## src/core/pmm_defines.svh

```systemverilog
// constants for the power-managed mode controller
`ifndef PMM_DEFINES_SVH
`define PMM_DEFINES_SVH

// ==========================================
// register byte offsets
`define PMM_OFF_CTRL 8'h00
`define PMM_OFF_SLEEP 8'h04
`define PMM_OFF_INTEN 8'h08
`define PMM_OFF_STATUS 8'h0c

// ==========================================
// field positions and widths
`define PMM_CTRL_W 13
`define PMM_SLEEP_BIT 0
`define PMM_IRQ_W 8
`define PMM_GIE_BIT 8
`define PMM_CSS_SEC 2'h1
`define PMM_CSS_PRI 2'h0

// ==========================================
// reset values
`define PMM_CTRL_RST 13'h0000
`define PMM_INTEN_RST 9'h000
`define PMM_FLAGS_RST 3'h1

// ==========================================
// timing
`define PMM_CLK_NS 40
`define PMM_CSD_NS 1000
`define PMM_SETTLE_NS 1000
`define PMM_PLL_LOCK_NS 2000000
`define PMM_OST_CYCLES 1024

`endif

```

## src/core/pmm_pkg.sv

```systemverilog
// types for the power-managed mode controller
package pmm_pkg;

	// ==========================================
	// operating state, gray coded along the path
	typedef enum logic [2:0] {
		PMM_ST_RUN = 3'h0,
		PMM_ST_IDLE = 3'h1,
		PMM_ST_WAKE_IDLE = 3'h3,
		PMM_ST_SLEEP = 3'h2,
		PMM_ST_WAKE_SLEEP = 3'h6
	} pmm_state_t;

	// ==========================================
	// software control word, msb first
	typedef struct packed {
		logic pll_en;
		logic crystal;
		logic fscm_en;
		logic two_speed;
		logic wdt_en;
		logic low_freq_source_select;
		logic [2:0] internal_freq_select;
		logic secondary_osc_enable;
		logic [1:0] clock_source_select;
		logic idle_on_sleep_select;
	} pmm_ctrl_t;

	// ==========================================
	// clock source status flags
	typedef struct packed {
		logic secondary_clock_active_flag;
		logic fast_osc_stable_flag;
		logic primary_clock_ready_flag;
	} pmm_flags_t;

endpackage : pmm_pkg

```

## src/core/pmm_sync.sv

```systemverilog
// two-stage synchroniser for asynchronous inputs
`timescale 1ns/1ps

module pmm_sync #(
	parameter int WIDTH = 1
) (
	input logic pclk,
	input logic presetn,
	input logic [WIDTH-1:0] async_in,
	output logic [WIDTH-1:0] sync_out
);

	logic [WIDTH-1:0] meta_q;

	always_ff @(posedge pclk or negedge presetn) begin
		if (!presetn) begin
			meta_q <= '0;
			sync_out <= '0;
		end else begin
			meta_q <= async_in;
			sync_out <= meta_q;
		end
	end

endmodule : pmm_sync

```

## src/core/pmm_ctrl.sv

```systemverilog
// power-managed sleep and idle mode controller with apb registers
//
// Design decisions made here: the APB interface to the registers and the address map.
`timescale 1ns/1ps
`include "pmm_defines.svh"

// Behaviour
// - sleep command with idle select clear enters sleep, stopping oscillator and clocks
// - entering sleep clears primary ready, fast stable and secondary active flags
// - low-power rc runs if watchdog on; secondary osc runs if enabled
// - after sleep wake, stay unclocked until selected source ready, unless two-speed/fail-safe
// - primary ready flag sets once primary clock drives the device after sleep
// - wake-up never alters idle select or clock source select
// - sleep command with idle select set stops cpu clock; flags unchanged in primary idle
// - idle exits only on interrupt, watchdog time-out or reset
// - after idle wake, hold cpu for start delay, then resume same source
// - watchdog time-out in sleep or idle wakes to run mode, not reset
// - primary idle keeps primary clock running and primary ready flag set
// - secondary idle shuts primary, clears primary flag, sets secondary active flag
// - secondary idle request ignored when secondary oscillator disabled
// - peripheral clocks held until secondary oscillator runs
// - upper select bit uses internal oscillator, shuts primary, clears primary flag
// - non-zero frequency or source select enables fast osc; stable flag after settling
// - fast stable flag kept if already stable; clear when selects all zero
// - low-power rc keeps running in internal idle if watchdog or fail-safe on
// - enabled interrupt flag starts exit from sleep or idle immediately
// - interrupt exit branches to vector only when global interrupt enable set
// - execution restarts on the first cycle after the start delay
// - crystal restart counts 1024 oscillator cycles, then pll lock if multiplier
// - flags show primary, secondary or stable fast internal source driving device
// - mode entered depends on idle select at the sleep command
module pmm_ctrl #(
	parameter int ADDR_W = 8,
	parameter int OST_CYCLES = `PMM_OST_CYCLES,
	parameter int PLL_LOCK_CYC = (`PMM_PLL_LOCK_NS + `PMM_CLK_NS - 1) / `PMM_CLK_NS
) (
	input logic pclk,
	input logic presetn,
	input logic psel,
	input logic penable,
	input logic pwrite,
	input logic [ADDR_W-1:0] paddr,
	input logic [31:0] pwdata,
	output logic [31:0] prdata,
	output logic pready,
	output logic pslverr,
	input logic [`PMM_IRQ_W-1:0] irq_flag_pin,
	input logic wdt_timeout_pin,
	input logic sec_osc_running_pin,
	input logic pri_osc_tick_pin,
	output logic cpu_clk_en,
	output logic periph_clk_en,
	output logic primary_osc_en,
	output logic fast_osc_en,
	output logic lp_rc_en,
	output logic sec_osc_en,
	output logic exec_resume,
	output logic branch_to_vector,
	output pmm_pkg::pmm_flags_t clk_flags
);
	import pmm_pkg::*;

	function automatic int ceil_cyc(input int ns);
		int c;
		c = (ns + `PMM_CLK_NS - 1) / `PMM_CLK_NS;
		ceil_cyc = (c < 1) ? 1 : c;
	endfunction : ceil_cyc

	localparam int CSD_CYC = ceil_cyc(`PMM_CSD_NS);
	localparam int SETTLE_CYC = ceil_cyc(`PMM_SETTLE_NS);
	localparam int CSD_W = $clog2(CSD_CYC + 1);
	localparam int SET_W = $clog2(SETTLE_CYC + 1);
	localparam int OST_W = $clog2(OST_CYCLES + 1);
	localparam int PLL_W = $clog2(PLL_LOCK_CYC + 1);

	// ==========================================
	// input synchronisers
	logic [`PMM_IRQ_W+2:0] pins_s;
	logic [`PMM_IRQ_W-1:0] irq_s;
	logic wdt_s;
	logic secondary_run_mode_s;
	logic tick_s;
	logic tick_d1_q;

	pmm_sync #(.WIDTH(`PMM_IRQ_W + 3)) u_sync (
		.pclk(pclk),
		.presetn(presetn),
		.async_in({pri_osc_tick_pin, sec_osc_running_pin, wdt_timeout_pin, irq_flag_pin}),
		.sync_out(pins_s)
	);

	assign irq_s = pins_s[`PMM_IRQ_W-1:0];
	assign wdt_s = pins_s[`PMM_IRQ_W];
	assign secondary_run_mode_s = pins_s[`PMM_IRQ_W+1];
	assign tick_s = pins_s[`PMM_IRQ_W+2];

	always_ff @(posedge pclk or negedge presetn) begin
		if (!presetn) begin
			tick_d1_q <= 1'b0;
		end else begin
			tick_d1_q <= tick_s;
		end
	end

	// ==========================================
	// apb register file
	pmm_ctrl_t ctrl_q;
	logic [`PMM_IRQ_W:0] inten_q;
	logic sleep_cmd_q;
	pmm_state_t state_q;
	pmm_state_t state_d;
	logic apb_setup;
	logic apb_wr;
	logic [31:0] rd_mux;
	logic rd_err;

	assign apb_setup = psel && !penable;
	assign apb_wr = psel && penable && pready && pwrite;

	always_comb begin
		rd_mux = 32'h0;
		rd_err = 1'b0;
		case (paddr)
			`PMM_OFF_CTRL: rd_mux = {{(32-`PMM_CTRL_W){1'b0}}, ctrl_q};
			`PMM_OFF_SLEEP: rd_mux = 32'h0;
			`PMM_OFF_INTEN: rd_mux = {{(31-`PMM_IRQ_W){1'b0}}, inten_q};
			`PMM_OFF_STATUS: rd_mux = {24'h0, state_q, periph_clk_en, cpu_clk_en, clk_flags};
			default: rd_err = 1'b1;
		endcase
	end

	always_ff @(posedge pclk or negedge presetn) begin
		if (!presetn) begin
			prdata <= 32'h0;
			pready <= 1'b0;
			pslverr <= 1'b0;
		end else begin
			pready <= apb_setup;
			pslverr <= apb_setup && rd_err;
			prdata <= (apb_setup && !pwrite) ? rd_mux : 32'h0;
		end
	end

	// control bits change only by software, never by wake-up
	always_ff @(posedge pclk or negedge presetn) begin
		if (!presetn) begin
			ctrl_q <= `PMM_CTRL_RST;
			inten_q <= `PMM_INTEN_RST;
			sleep_cmd_q <= 1'b0;
		end else begin
			sleep_cmd_q <= apb_wr && (paddr == `PMM_OFF_SLEEP) && pwdata[`PMM_SLEEP_BIT];
			if (apb_wr && (paddr == `PMM_OFF_CTRL)) begin
				ctrl_q <= pwdata[`PMM_CTRL_W-1:0];
			end
			if (apb_wr && (paddr == `PMM_OFF_INTEN)) begin
				inten_q <= pwdata[`PMM_IRQ_W:0];
			end
		end
	end

	// ==========================================
	// wake sources and clock readiness
	logic irq_wake;
	logic wake;
	logic early_int;
	logic fast_needed;
	logic css_pri;
	logic css_sec;
	logic ost_done_q;
	logic pll_done_q;
	logic pri_ready;
	logic src_ready;
	logic [OST_W-1:0] ost_cnt_q;
	logic [PLL_W-1:0] pll_cnt_q;
	logic [SET_W-1:0] set_cnt_q;
	logic [CSD_W-1:0] csd_cnt_q;
	logic wake_irq_q;
	logic entering;

	assign irq_wake = |(irq_s & inten_q[`PMM_IRQ_W-1:0]);
	assign wake = irq_wake || wdt_s;
	assign early_int = ctrl_q.two_speed || ctrl_q.fscm_en;
	assign fast_needed = (ctrl_q.internal_freq_select != 3'h0) || ctrl_q.low_freq_source_select;
	assign css_pri = ctrl_q.clock_source_select == `PMM_CSS_PRI;
	assign css_sec = ctrl_q.clock_source_select == `PMM_CSS_SEC;
	assign pri_ready = primary_osc_en && (!ctrl_q.crystal || ost_done_q) && (!ctrl_q.pll_en || pll_done_q);
	assign entering = state_q == PMM_ST_RUN && state_d != PMM_ST_RUN;

	always_comb begin
		case (ctrl_q.clock_source_select)
			`PMM_CSS_PRI: src_ready = pri_ready;
			`PMM_CSS_SEC: src_ready = secondary_run_mode_s;
			default: src_ready = !fast_needed || clk_flags.fast_osc_stable_flag;
		endcase
	end

	// ==========================================
	// mode state machine
	always_comb begin
		state_d = state_q;
		case (state_q)
			PMM_ST_RUN: begin
				if (sleep_cmd_q) begin
					if (!ctrl_q.idle_on_sleep_select) begin
						state_d = PMM_ST_SLEEP;
					end else if (!(css_sec && !ctrl_q.secondary_osc_enable)) begin
						state_d = PMM_ST_IDLE;
					end
				end
			end
			PMM_ST_IDLE: if (wake) state_d = PMM_ST_WAKE_IDLE;
			PMM_ST_WAKE_IDLE: if (csd_cnt_q == '0) state_d = PMM_ST_RUN;
			PMM_ST_SLEEP: if (wake) state_d = PMM_ST_WAKE_SLEEP;
			PMM_ST_WAKE_SLEEP: begin
				if (csd_cnt_q == '0 && (src_ready || early_int)) begin
					state_d = PMM_ST_RUN;
				end
			end
			default: state_d = PMM_ST_RUN;
		endcase
	end

	always_ff @(posedge pclk or negedge presetn) begin
		if (!presetn) begin
			state_q <= PMM_ST_RUN;
			csd_cnt_q <= '0;
			wake_irq_q <= 1'b0;
		end else begin
			state_q <= state_d;
			if ((state_q == PMM_ST_IDLE || state_q == PMM_ST_SLEEP) && wake) begin
				csd_cnt_q <= CSD_W'(CSD_CYC - 1);
				wake_irq_q <= irq_wake;
			end else if (csd_cnt_q != '0) begin
				csd_cnt_q <= csd_cnt_q - 1'b1;
			end
		end
	end

	// ==========================================
	// primary oscillator, start-up timer and pll lock
	always_ff @(posedge pclk or negedge presetn) begin
		if (!presetn) begin
			primary_osc_en <= 1'b1;
		end else if (state_d == PMM_ST_SLEEP && state_q != PMM_ST_SLEEP) begin
			primary_osc_en <= 1'b0;
		end else if (entering && state_d == PMM_ST_IDLE && !css_pri) begin
			primary_osc_en <= 1'b0;
		end else if (state_q == PMM_ST_WAKE_SLEEP && css_pri) begin
			primary_osc_en <= 1'b1;
		end
	end

	always_ff @(posedge pclk or negedge presetn) begin
		if (!presetn) begin
			ost_cnt_q <= '0;
			ost_done_q <= 1'b1;
			pll_cnt_q <= '0;
			pll_done_q <= 1'b1;
		end else if (!primary_osc_en) begin
			ost_cnt_q <= '0;
			ost_done_q <= 1'b0;
			pll_cnt_q <= '0;
			pll_done_q <= 1'b0;
		end else begin
			if (!ost_done_q && tick_s && !tick_d1_q) begin
				ost_cnt_q <= ost_cnt_q + 1'b1;
				ost_done_q <= ost_cnt_q == OST_W'(OST_CYCLES - 1);
			end
			if ((ost_done_q || !ctrl_q.crystal) && !pll_done_q) begin
				pll_cnt_q <= pll_cnt_q + 1'b1;
				pll_done_q <= pll_cnt_q == PLL_W'(PLL_LOCK_CYC - 1);
			end
		end
	end

	// ==========================================
	// fast internal oscillator and its settling
	always_ff @(posedge pclk or negedge presetn) begin
		if (!presetn) begin
			fast_osc_en <= 1'b0;
			set_cnt_q <= '0;
		end else begin
			if (state_d == PMM_ST_SLEEP) begin
				fast_osc_en <= 1'b0;
			end else if (ctrl_q.clock_source_select[1]) begin
				fast_osc_en <= fast_needed;
			end else if (state_q == PMM_ST_WAKE_SLEEP) begin
				fast_osc_en <= early_int;
			end
			if (!fast_osc_en || clk_flags.fast_osc_stable_flag) begin
				set_cnt_q <= '0;
			end else begin
				set_cnt_q <= set_cnt_q + 1'b1;
			end
		end
	end

	// ==========================================
	// clock source status flags
	always_ff @(posedge pclk or negedge presetn) begin
		if (!presetn) begin
			clk_flags <= `PMM_FLAGS_RST;
		end else if (state_d == PMM_ST_SLEEP && state_q != PMM_ST_SLEEP) begin
			clk_flags <= '0;
		end else if (entering && state_d == PMM_ST_IDLE) begin
			if (css_sec) begin
				clk_flags.primary_clock_ready_flag <= 1'b0;
				clk_flags.secondary_clock_active_flag <= 1'b1;
			end else if (!css_pri) begin
				clk_flags.primary_clock_ready_flag <= 1'b0;
				clk_flags.fast_osc_stable_flag <= clk_flags.fast_osc_stable_flag && fast_needed;
			end
		end else begin
			if (css_pri && pri_ready && (state_q == PMM_ST_RUN || state_q == PMM_ST_WAKE_SLEEP)) begin
				clk_flags.primary_clock_ready_flag <= 1'b1;
			end
			if (state_q == PMM_ST_WAKE_SLEEP && state_d == PMM_ST_RUN && css_sec) begin
				clk_flags.secondary_clock_active_flag <= 1'b1;
			end
			if (!fast_osc_en) begin
				clk_flags.fast_osc_stable_flag <= 1'b0;
			end else if (set_cnt_q == SET_W'(SETTLE_CYC - 1)) begin
				clk_flags.fast_osc_stable_flag <= 1'b1;
			end
		end
	end

	// ==========================================
	// clock gates and resume strobes
	always_ff @(posedge pclk or negedge presetn) begin
		if (!presetn) begin
			cpu_clk_en <= 1'b1;
			periph_clk_en <= 1'b1;
		end else begin
			cpu_clk_en <= state_d == PMM_ST_RUN;
			case (state_d)
				PMM_ST_RUN: periph_clk_en <= 1'b1;
				PMM_ST_IDLE, PMM_ST_WAKE_IDLE: periph_clk_en <= !css_sec || secondary_run_mode_s;
				PMM_ST_WAKE_SLEEP: periph_clk_en <= early_int;
				default: periph_clk_en <= 1'b0;
			endcase
		end
	end

	always_ff @(posedge pclk or negedge presetn) begin
		if (!presetn) begin
			exec_resume <= 1'b0;
			branch_to_vector <= 1'b0;
		end else begin
			exec_resume <= state_q != PMM_ST_RUN && state_d == PMM_ST_RUN;
			branch_to_vector <= state_q != PMM_ST_RUN && state_d == PMM_ST_RUN
				&& wake_irq_q && inten_q[`PMM_GIE_BIT];
		end
	end

	always_ff @(posedge pclk or negedge presetn) begin
		if (!presetn) begin
			lp_rc_en <= 1'b0;
			sec_osc_en <= 1'b0;
		end else begin
			lp_rc_en <= ctrl_q.wdt_en || ctrl_q.fscm_en
				|| (ctrl_q.clock_source_select[1] && !fast_needed);
			sec_osc_en <= ctrl_q.secondary_osc_enable;
		end
	end

endmodule : pmm_ctrl

```

## config.mk

```make
export PLATFORM = sky130hd
export DESIGN_NAME = pmm_ctrl
export DESIGN_NICKNAME = d
export VERILOG_FILES = /design/src/core/pmm_pkg.sv /design/src/core/pmm_sync.sv /design/src/core/pmm_ctrl.sv
export VERILOG_INCLUDE_DIRS = /design/src /design/src/core
export SDC_FILE = /design/constraint.sdc
export NUM_CORES = 1
export LEC_CHECK = 0
export ABC_AREA = 1
export BUFFER_PORTS_ARGS = -buffer_cell sky130_fd_sc_hd__buf_2
export CAP_MARGIN = 0
export CORE_ASPECT_RATIO = 1.25
export CORE_UTILIZATION = 40
export DETAILED_ROUTE_END_ITERATION = 8
export SKIP_CTS_REPAIR_TIMING = 1
export SLEW_MARGIN = 5
export SYNTH_ARGS = -nofsm -noshare
export SYNTH_HDL_FRONTEND = slang
export SYNTH_SLANG_ARGS = --single-unit
```

## constraint.sdc

```tcl
create_clock -name pclk -period 4.1 [get_ports pclk]
set_clock_uncertainty 0.2 [all_clocks]
set_input_delay 0.205 -clock pclk [delete_from_list [all_inputs] [get_ports pclk]]
set_output_delay 0.205 -clock pclk [all_outputs]
set_load 0.02 [all_outputs]
```

Word level (Yosys, flattened, before mapping) --
Cells that the tools add are included.
Storage, ports and cells: output and inout bits 45, logic and storage cells 182, flip-flop bits (word level) 134, input bits 56
Operators by class: equality and inequality tests 23, bitwise gates (word level) 1, add/sub/neg operators 4, multiplexer cells 40, reduce and logical (&&, ||, !) cells 77
Operators by type and width (number):
- case mux 13 bit (3 select lines) | 1
- logical AND 1 bit | 32
- 2-to-1 mux 16 bit | 2
- 2-to-1 mux 32 bit | 1
- 2-to-1 mux 3 bit | 9
- 2-to-1 mux 11 bit | 2
- nonzero test 3 bit | 7
- 2-to-1 mux 1 bit | 18
- adder 16 x 1 -> 16 bit, second input constant | 1
- == test 16 bit, second input constant | 1
- == test 8 x 4 -> 1 bit, second input constant | 2
- 2-to-1 mux 5 bit | 3
- case mux 3 bit (5 select lines) | 1
- logical OR 1 bit | 13
- == test 3 x 2 -> 1 bit, second input constant | 4
- zero test 1 bit | 12
- adder 11 x 1 -> 11 bit, second input constant | 1
- == test 11 x 10 -> 1 bit, second input constant | 1
- != test 3 bit, second input constant | 3
- AND 8 bit | 1
- == test 8 x 3 -> 1 bit, second input constant | 1
- zero test 8 bit | 1
- OR reduction 8 bit | 1
- == test 3 x 1 -> 1 bit, second input constant | 2
- other kinds (21) | 25

Logic depth before layout (Yosys ltp) --
depth in word-level cells 15, mapped depth 12, mapped depth without buffers 12

Modules after synthesis --
A second synthesis with hierarchy kept.
Unflattened totals: cells, all modules 573, area, all modules 5212.5 um2
By module, submodules not included:
- pmm_ctrl | sequential area each 2334.7 um2, area each 4662.0 um2, cells each 551, times used 1
- pmm_sync | sequential area each 550.5 um2, area each 550.5 um2, cells each 22, times used 1

Least setup slack after synthesis --
OpenSTA, ideal clock, no wires.
path type reg-to-reg, start register ost_done_q, end register pll_cnt_q[13], slack 2.324 ns, clock period less this slack 1.776 ns, data required time 3.766 ns, cell stages (with the launch flop) 11, arrival time 1.442 ns, path buffers 0, library setup time 0.134 ns, cell sequence dfstp_2 > inv_1 > nand2_2 > nand2_2 > nor3_2 > nand2_2 > nor2_2 > nand3_1 > nor2_2 > and3_1 > nor3_2
Between the ends: word-level cells in the longest chain between the ends 3
RTL lines:
- start: declaration | RTL line pmm_ctrl.sv:169 | logic ost_done_q;
- start signal: assignment | RTL line pmm_ctrl.sv:267 | ost_done_q <= ost_cnt_q == OST_W'(OST_CYCLES - 1);
- logical OR 1 bit | RTL line pmm_ctrl.sv:269 | if ((ost_done_q || !ctrl_q.crystal) && !pll_done_q) begin
- logical AND 1 bit | RTL line pmm_ctrl.sv:269
- != test 2 x 1 -> 1 bit (no source line)
- end signal: assignment | RTL line pmm_ctrl.sv:270 | pll_cnt_q <= pll_cnt_q + 1'b1;
- end: declaration | RTL line pmm_ctrl.sv:174 | logic [PLL_W-1:0] pll_cnt_q;
Every way passes these cells. A chain may end at the register's enable or synchronous reset.

Worst setup path in the final report --
start input port paddr[0], end register inten_q[0]
Between the ends: word-level cells in the longest chain between the ends 2
RTL lines:
- start: declaration | RTL line pmm_ctrl.sv:42 | input logic [ADDR_W-1:0] paddr,
- == test 8 x 4 -> 1 bit
- logical AND 1 bit | RTL line pmm_ctrl.sv:155 | if (apb_wr && (paddr == `PMM_OFF_INTEN)) begin
- end signal: assignment | RTL line pmm_ctrl.sv:148 | inten_q <= `PMM_INTEN_RST;
- end signal: assignment | RTL line pmm_ctrl.sv:156 | inten_q <= pwdata[`PMM_IRQ_W:0];
- end: declaration | RTL line pmm_ctrl.sv:108 | logic [`PMM_IRQ_W:0] inten_q;
Every way passes these cells.

==> flow_metrics.py <==
metrics = {
    "route": {
        "vias": 3975,
        "wl_met1_um": 4720,
        "drc": 0,
        "highest_layer": "met4",
        "wl_per_cell_um": 12.9,
        "vias_per_cell": 4.67,
        "met2_wirelength_um": 5630,
        "dr.pass1.iters": 5,
        "route.met3.wl_um": 404,
        "antenna_left": 0,
        "drt_wl_total_um": 11000,
        "drtIter0Drc": 181,
    },
    "global_routing": {
        "grt_pass1_wl_um": 18100,
        "grt_util_all_layers_pct": 17.4,
        "grt_max_degree": 69,
        "grt-ovfl-total": 0,
        "grt_pass1_vias": 3893,
        "antenna_found_initial": 0,
    },
    "critical_path": {
        "timing.critical_path.buf_inv": 2,
        "start_kind": "input port",
        "critical_path_arrival_ns": 2.33,
        "critical_path.max_stage_delay_ns": 0.62,
        "crit_required_ns": 4.18,
        "crit_path_end_kind": "flip-flop",
        "r2r-start": "ost_done_q",
        "crit_path_max_fanout": 18,
        "cp_cell_sequence": "dlygate4sd3_1 > buf_2 > nor2_2 > nand2_2 > nor3_2 > nand2_2 > nand2_1 > o21ai_0",
        "timing.critical_path.from": "paddr[0]",
        "crit_family": "simple AND/OR/NAND/NOR gates",
        "cp_common_cell": "nand2_2",
        "slowest_stage": "nor3_2",
        "path_class": "input port to flip-flop",
    },
    "place": {
        "portBuffers": 62,
        "gp_congestion": 0.817,
        "dp_hpwl_um": 7800,
        "placed_cell_area_um2": 5600,
    },
    "finish": {
        "area_growth_pct": 26.6,
        "drive_above_1_share_pct": 21.6,
        "n_antenna_cell": 0,
        "final_common_cell": "dfrtp_1",
        "fillers": 1196,
        "fin_nets": 734,
        "most-common-layout-cells": "109 x dfrtp_1, 102 x nand2_1, 80 x inv_1, 61 x buf_2, 55 x nor2_1",
        "postLayoutCellArea_um2": 6550,
    },
    "timing": {
        "worst_pin_slew_ns": 0.852,
        "hold_viol_final": 1,
        "fin_crit_ns": 2.25,
        "finalCritPeriodShare_pct": 54.9,
        "rsz0062_at_grt": "no",
        "setup_viol": 0,
        "slew_viol_final": 0,
        "relSlewSlack_pct": 43.2,
        "hold_ws_ns": -0.0177,
        "tns_ns": 0,
        "fmax_ghz": 0.444,
    },
    "logic_synthesis": {
        "ys_ff_latch": 115,
        "yosysWarnings": 0,
        "synth_edf_count": 0,
        "synth_cells": 564,
        "synth.avg_cell_area_um2": 9.18,
        "synth.distinct_cells": 43,
        "async_reset_ff_share_pct": 100,
        "synthFlopType": "dfrtp_1",
        "post_synth_instance_area_um2": 5170,
        "synth-seq-area-share_pct": 55.8,
    },
    "floorplanning": {
        "initial_core_util_pct": 40.9,
        "ios": 101,
        "core_um2": 12700,
        "die_area_um2": 13400,
        "die_x_um": 104,
        "rows": 46,
        "fp.dieH_um": 129,
    },
    "hold_path": {
        "hold_path.class": "input port to flip-flop",
        "hp-start": "paddr[3]",
    },
    "power": {
        "finalPower_mw": 3.48,
        "p_per_area_nw_per_um2": 531,
        "ir_drop_mv": 0.270,
        "leakagePower_nw": 3.20,
    },
    "cts": {
        "numClockSinks": 115,
        "cts_tree": "yes",
        "clockRootBuffer": "clkbuf_16",
        "cts_made_buffers": 17,
        "clockBufferDepth": 2,
        "h-tree-depth": 4,
        "clk_latency_ns": 0.41,
        "clk_pin_slew_worst_paths_ns": 0.05,
    },
    "flow_run": {
        "max_cap_violations": 0,
    },
    "status": {
        "status": "finished with violations",
        "violations": "negative hold slack",
    },
}
final timing paths:
path	to	slack (ns)	cells past startpoint
setup / recovery	inten_q[0]	1.85	8
hold / removal	sleep_cmd_q	-0.02	4
setup reg to reg	pll_cnt_q[14]	2.05	9
hold reg to reg	u_sync.sync_out[0]	0.14	0
max in group asynchronous	inten_q[8]	2.56	3
min in group asynchronous	ost_cnt_q[1]	0.25	2
sequential cells by signal, indices dropped and copies added (netlist names), 3 cells and up:
signal           flops
ost_cnt_q           11
inten_q              9
u_sync.sync_out     11
csd_cnt_q            5
prdata              13
state_q              3
u_sync.meta_q       11
set_cnt_q            5
pll_cnt_q           16
ctrl_q              13
clk_flags            3
kinds of logic after synthesis:
kind of cell / synth area share, %
fa+ha+maj: 1.45
xor+xnor: 0.846
mux: 0.653
compound gates: 8.49
simple gates: 22.9
buf+inv: 9.82
flops: 55.8
other cells: 0.0725
cells in the mapped netlist (2+ instances only):
cell | number | share of area [%]
a211oi_1 | 2 | 0.29
a21oi_1 | 23 | 2.2
a31oi_1 | 4 | 0.48
and3_1 | 3 | 0.36
buf_4 | 20 | 2.9
clkbuf_1 | 4 | 0.29
dfrtp_1 | 109 | 53
dfstp_2 | 6 | 3.0
ha_1 | 6 | 1.5
inv_1 | 80 | 5.8
inv_2 | 5 | 0.36
mux2_2 | 3 | 0.65
nand2_1 | 102 | 7.4
nand2_2 | 13 | 1.6
nand3_1 | 17 | 1.6
nand3_2 | 4 | 0.77
nand4_1 | 8 | 0.97
nor2_1 | 55 | 4.0
nor2_2 | 9 | 1.1
nor2_4 | 4 | 0.87
nor3_1 | 17 | 1.6
nor3_2 | 7 | 1.4
nor3b_1 | 2 | 0.29
nor4_1 | 2 | 0.24
o211ai_1 | 4 | 0.58
o21ai_0 | 31 | 3.0
o21ai_1 | 3 | 0.29
o221ai_1 | 3 | 0.51
xor2_1 | 4 | 0.68
power by group:
group          switching [mW]  leakage [nW]  total, mW  internal, mW
logic                   0.376          1.41      0.583         0.207
registers               0.112          1.49       1.37          1.26
clock network           0.485         0.303       1.53          1.04
total                   0.973          3.20       3.48          2.51
cell type report:
type	count	area (um2)	share of cell area [%]
flip-flops and latches	115	2890	44.0
clock inverters	10	156	2.39
inverters	86	323	4.93
multi-input cells	354	1850	28.2
clock buffers	21	460	7.03
well taps	168	210	3.21
repair buffers	98	668	10.2
stage by stage:
stage / worst slack [ns] / instances / hold slack [ns] / utilization, %
final: 1.85 / 852 / -0.0177 / 51.7
after global routing: 1.63 / 852 / 0.00945 / 51.7
after CTS: 2.03 / 818 / -0.319 / 49.1
after detailed placement: 1.95 / 787 / 0.114 / 44.2
after global placement: 2.01 / 787 / 0.113 / 44.2
after floorplan: 2.32 / 582 / -0.291 / -
layer usage:
metal	vias to the layer above	global-route usage (%)
met5	-	0
li1	1983	-
met1	1883	19.6
met4	0	9.41
met3	17	4.58
met2	92	30.6
worst reg2reg max path, delay by kind of cell, from the launching register on:
kind	cells	cell delay, ns
flip-flops	1	0.51
buffers and inverters	2	0.15
AND/OR/NAND/NOR	7	1.05
No activity file was read; power rests on OpenSTA's default activity.
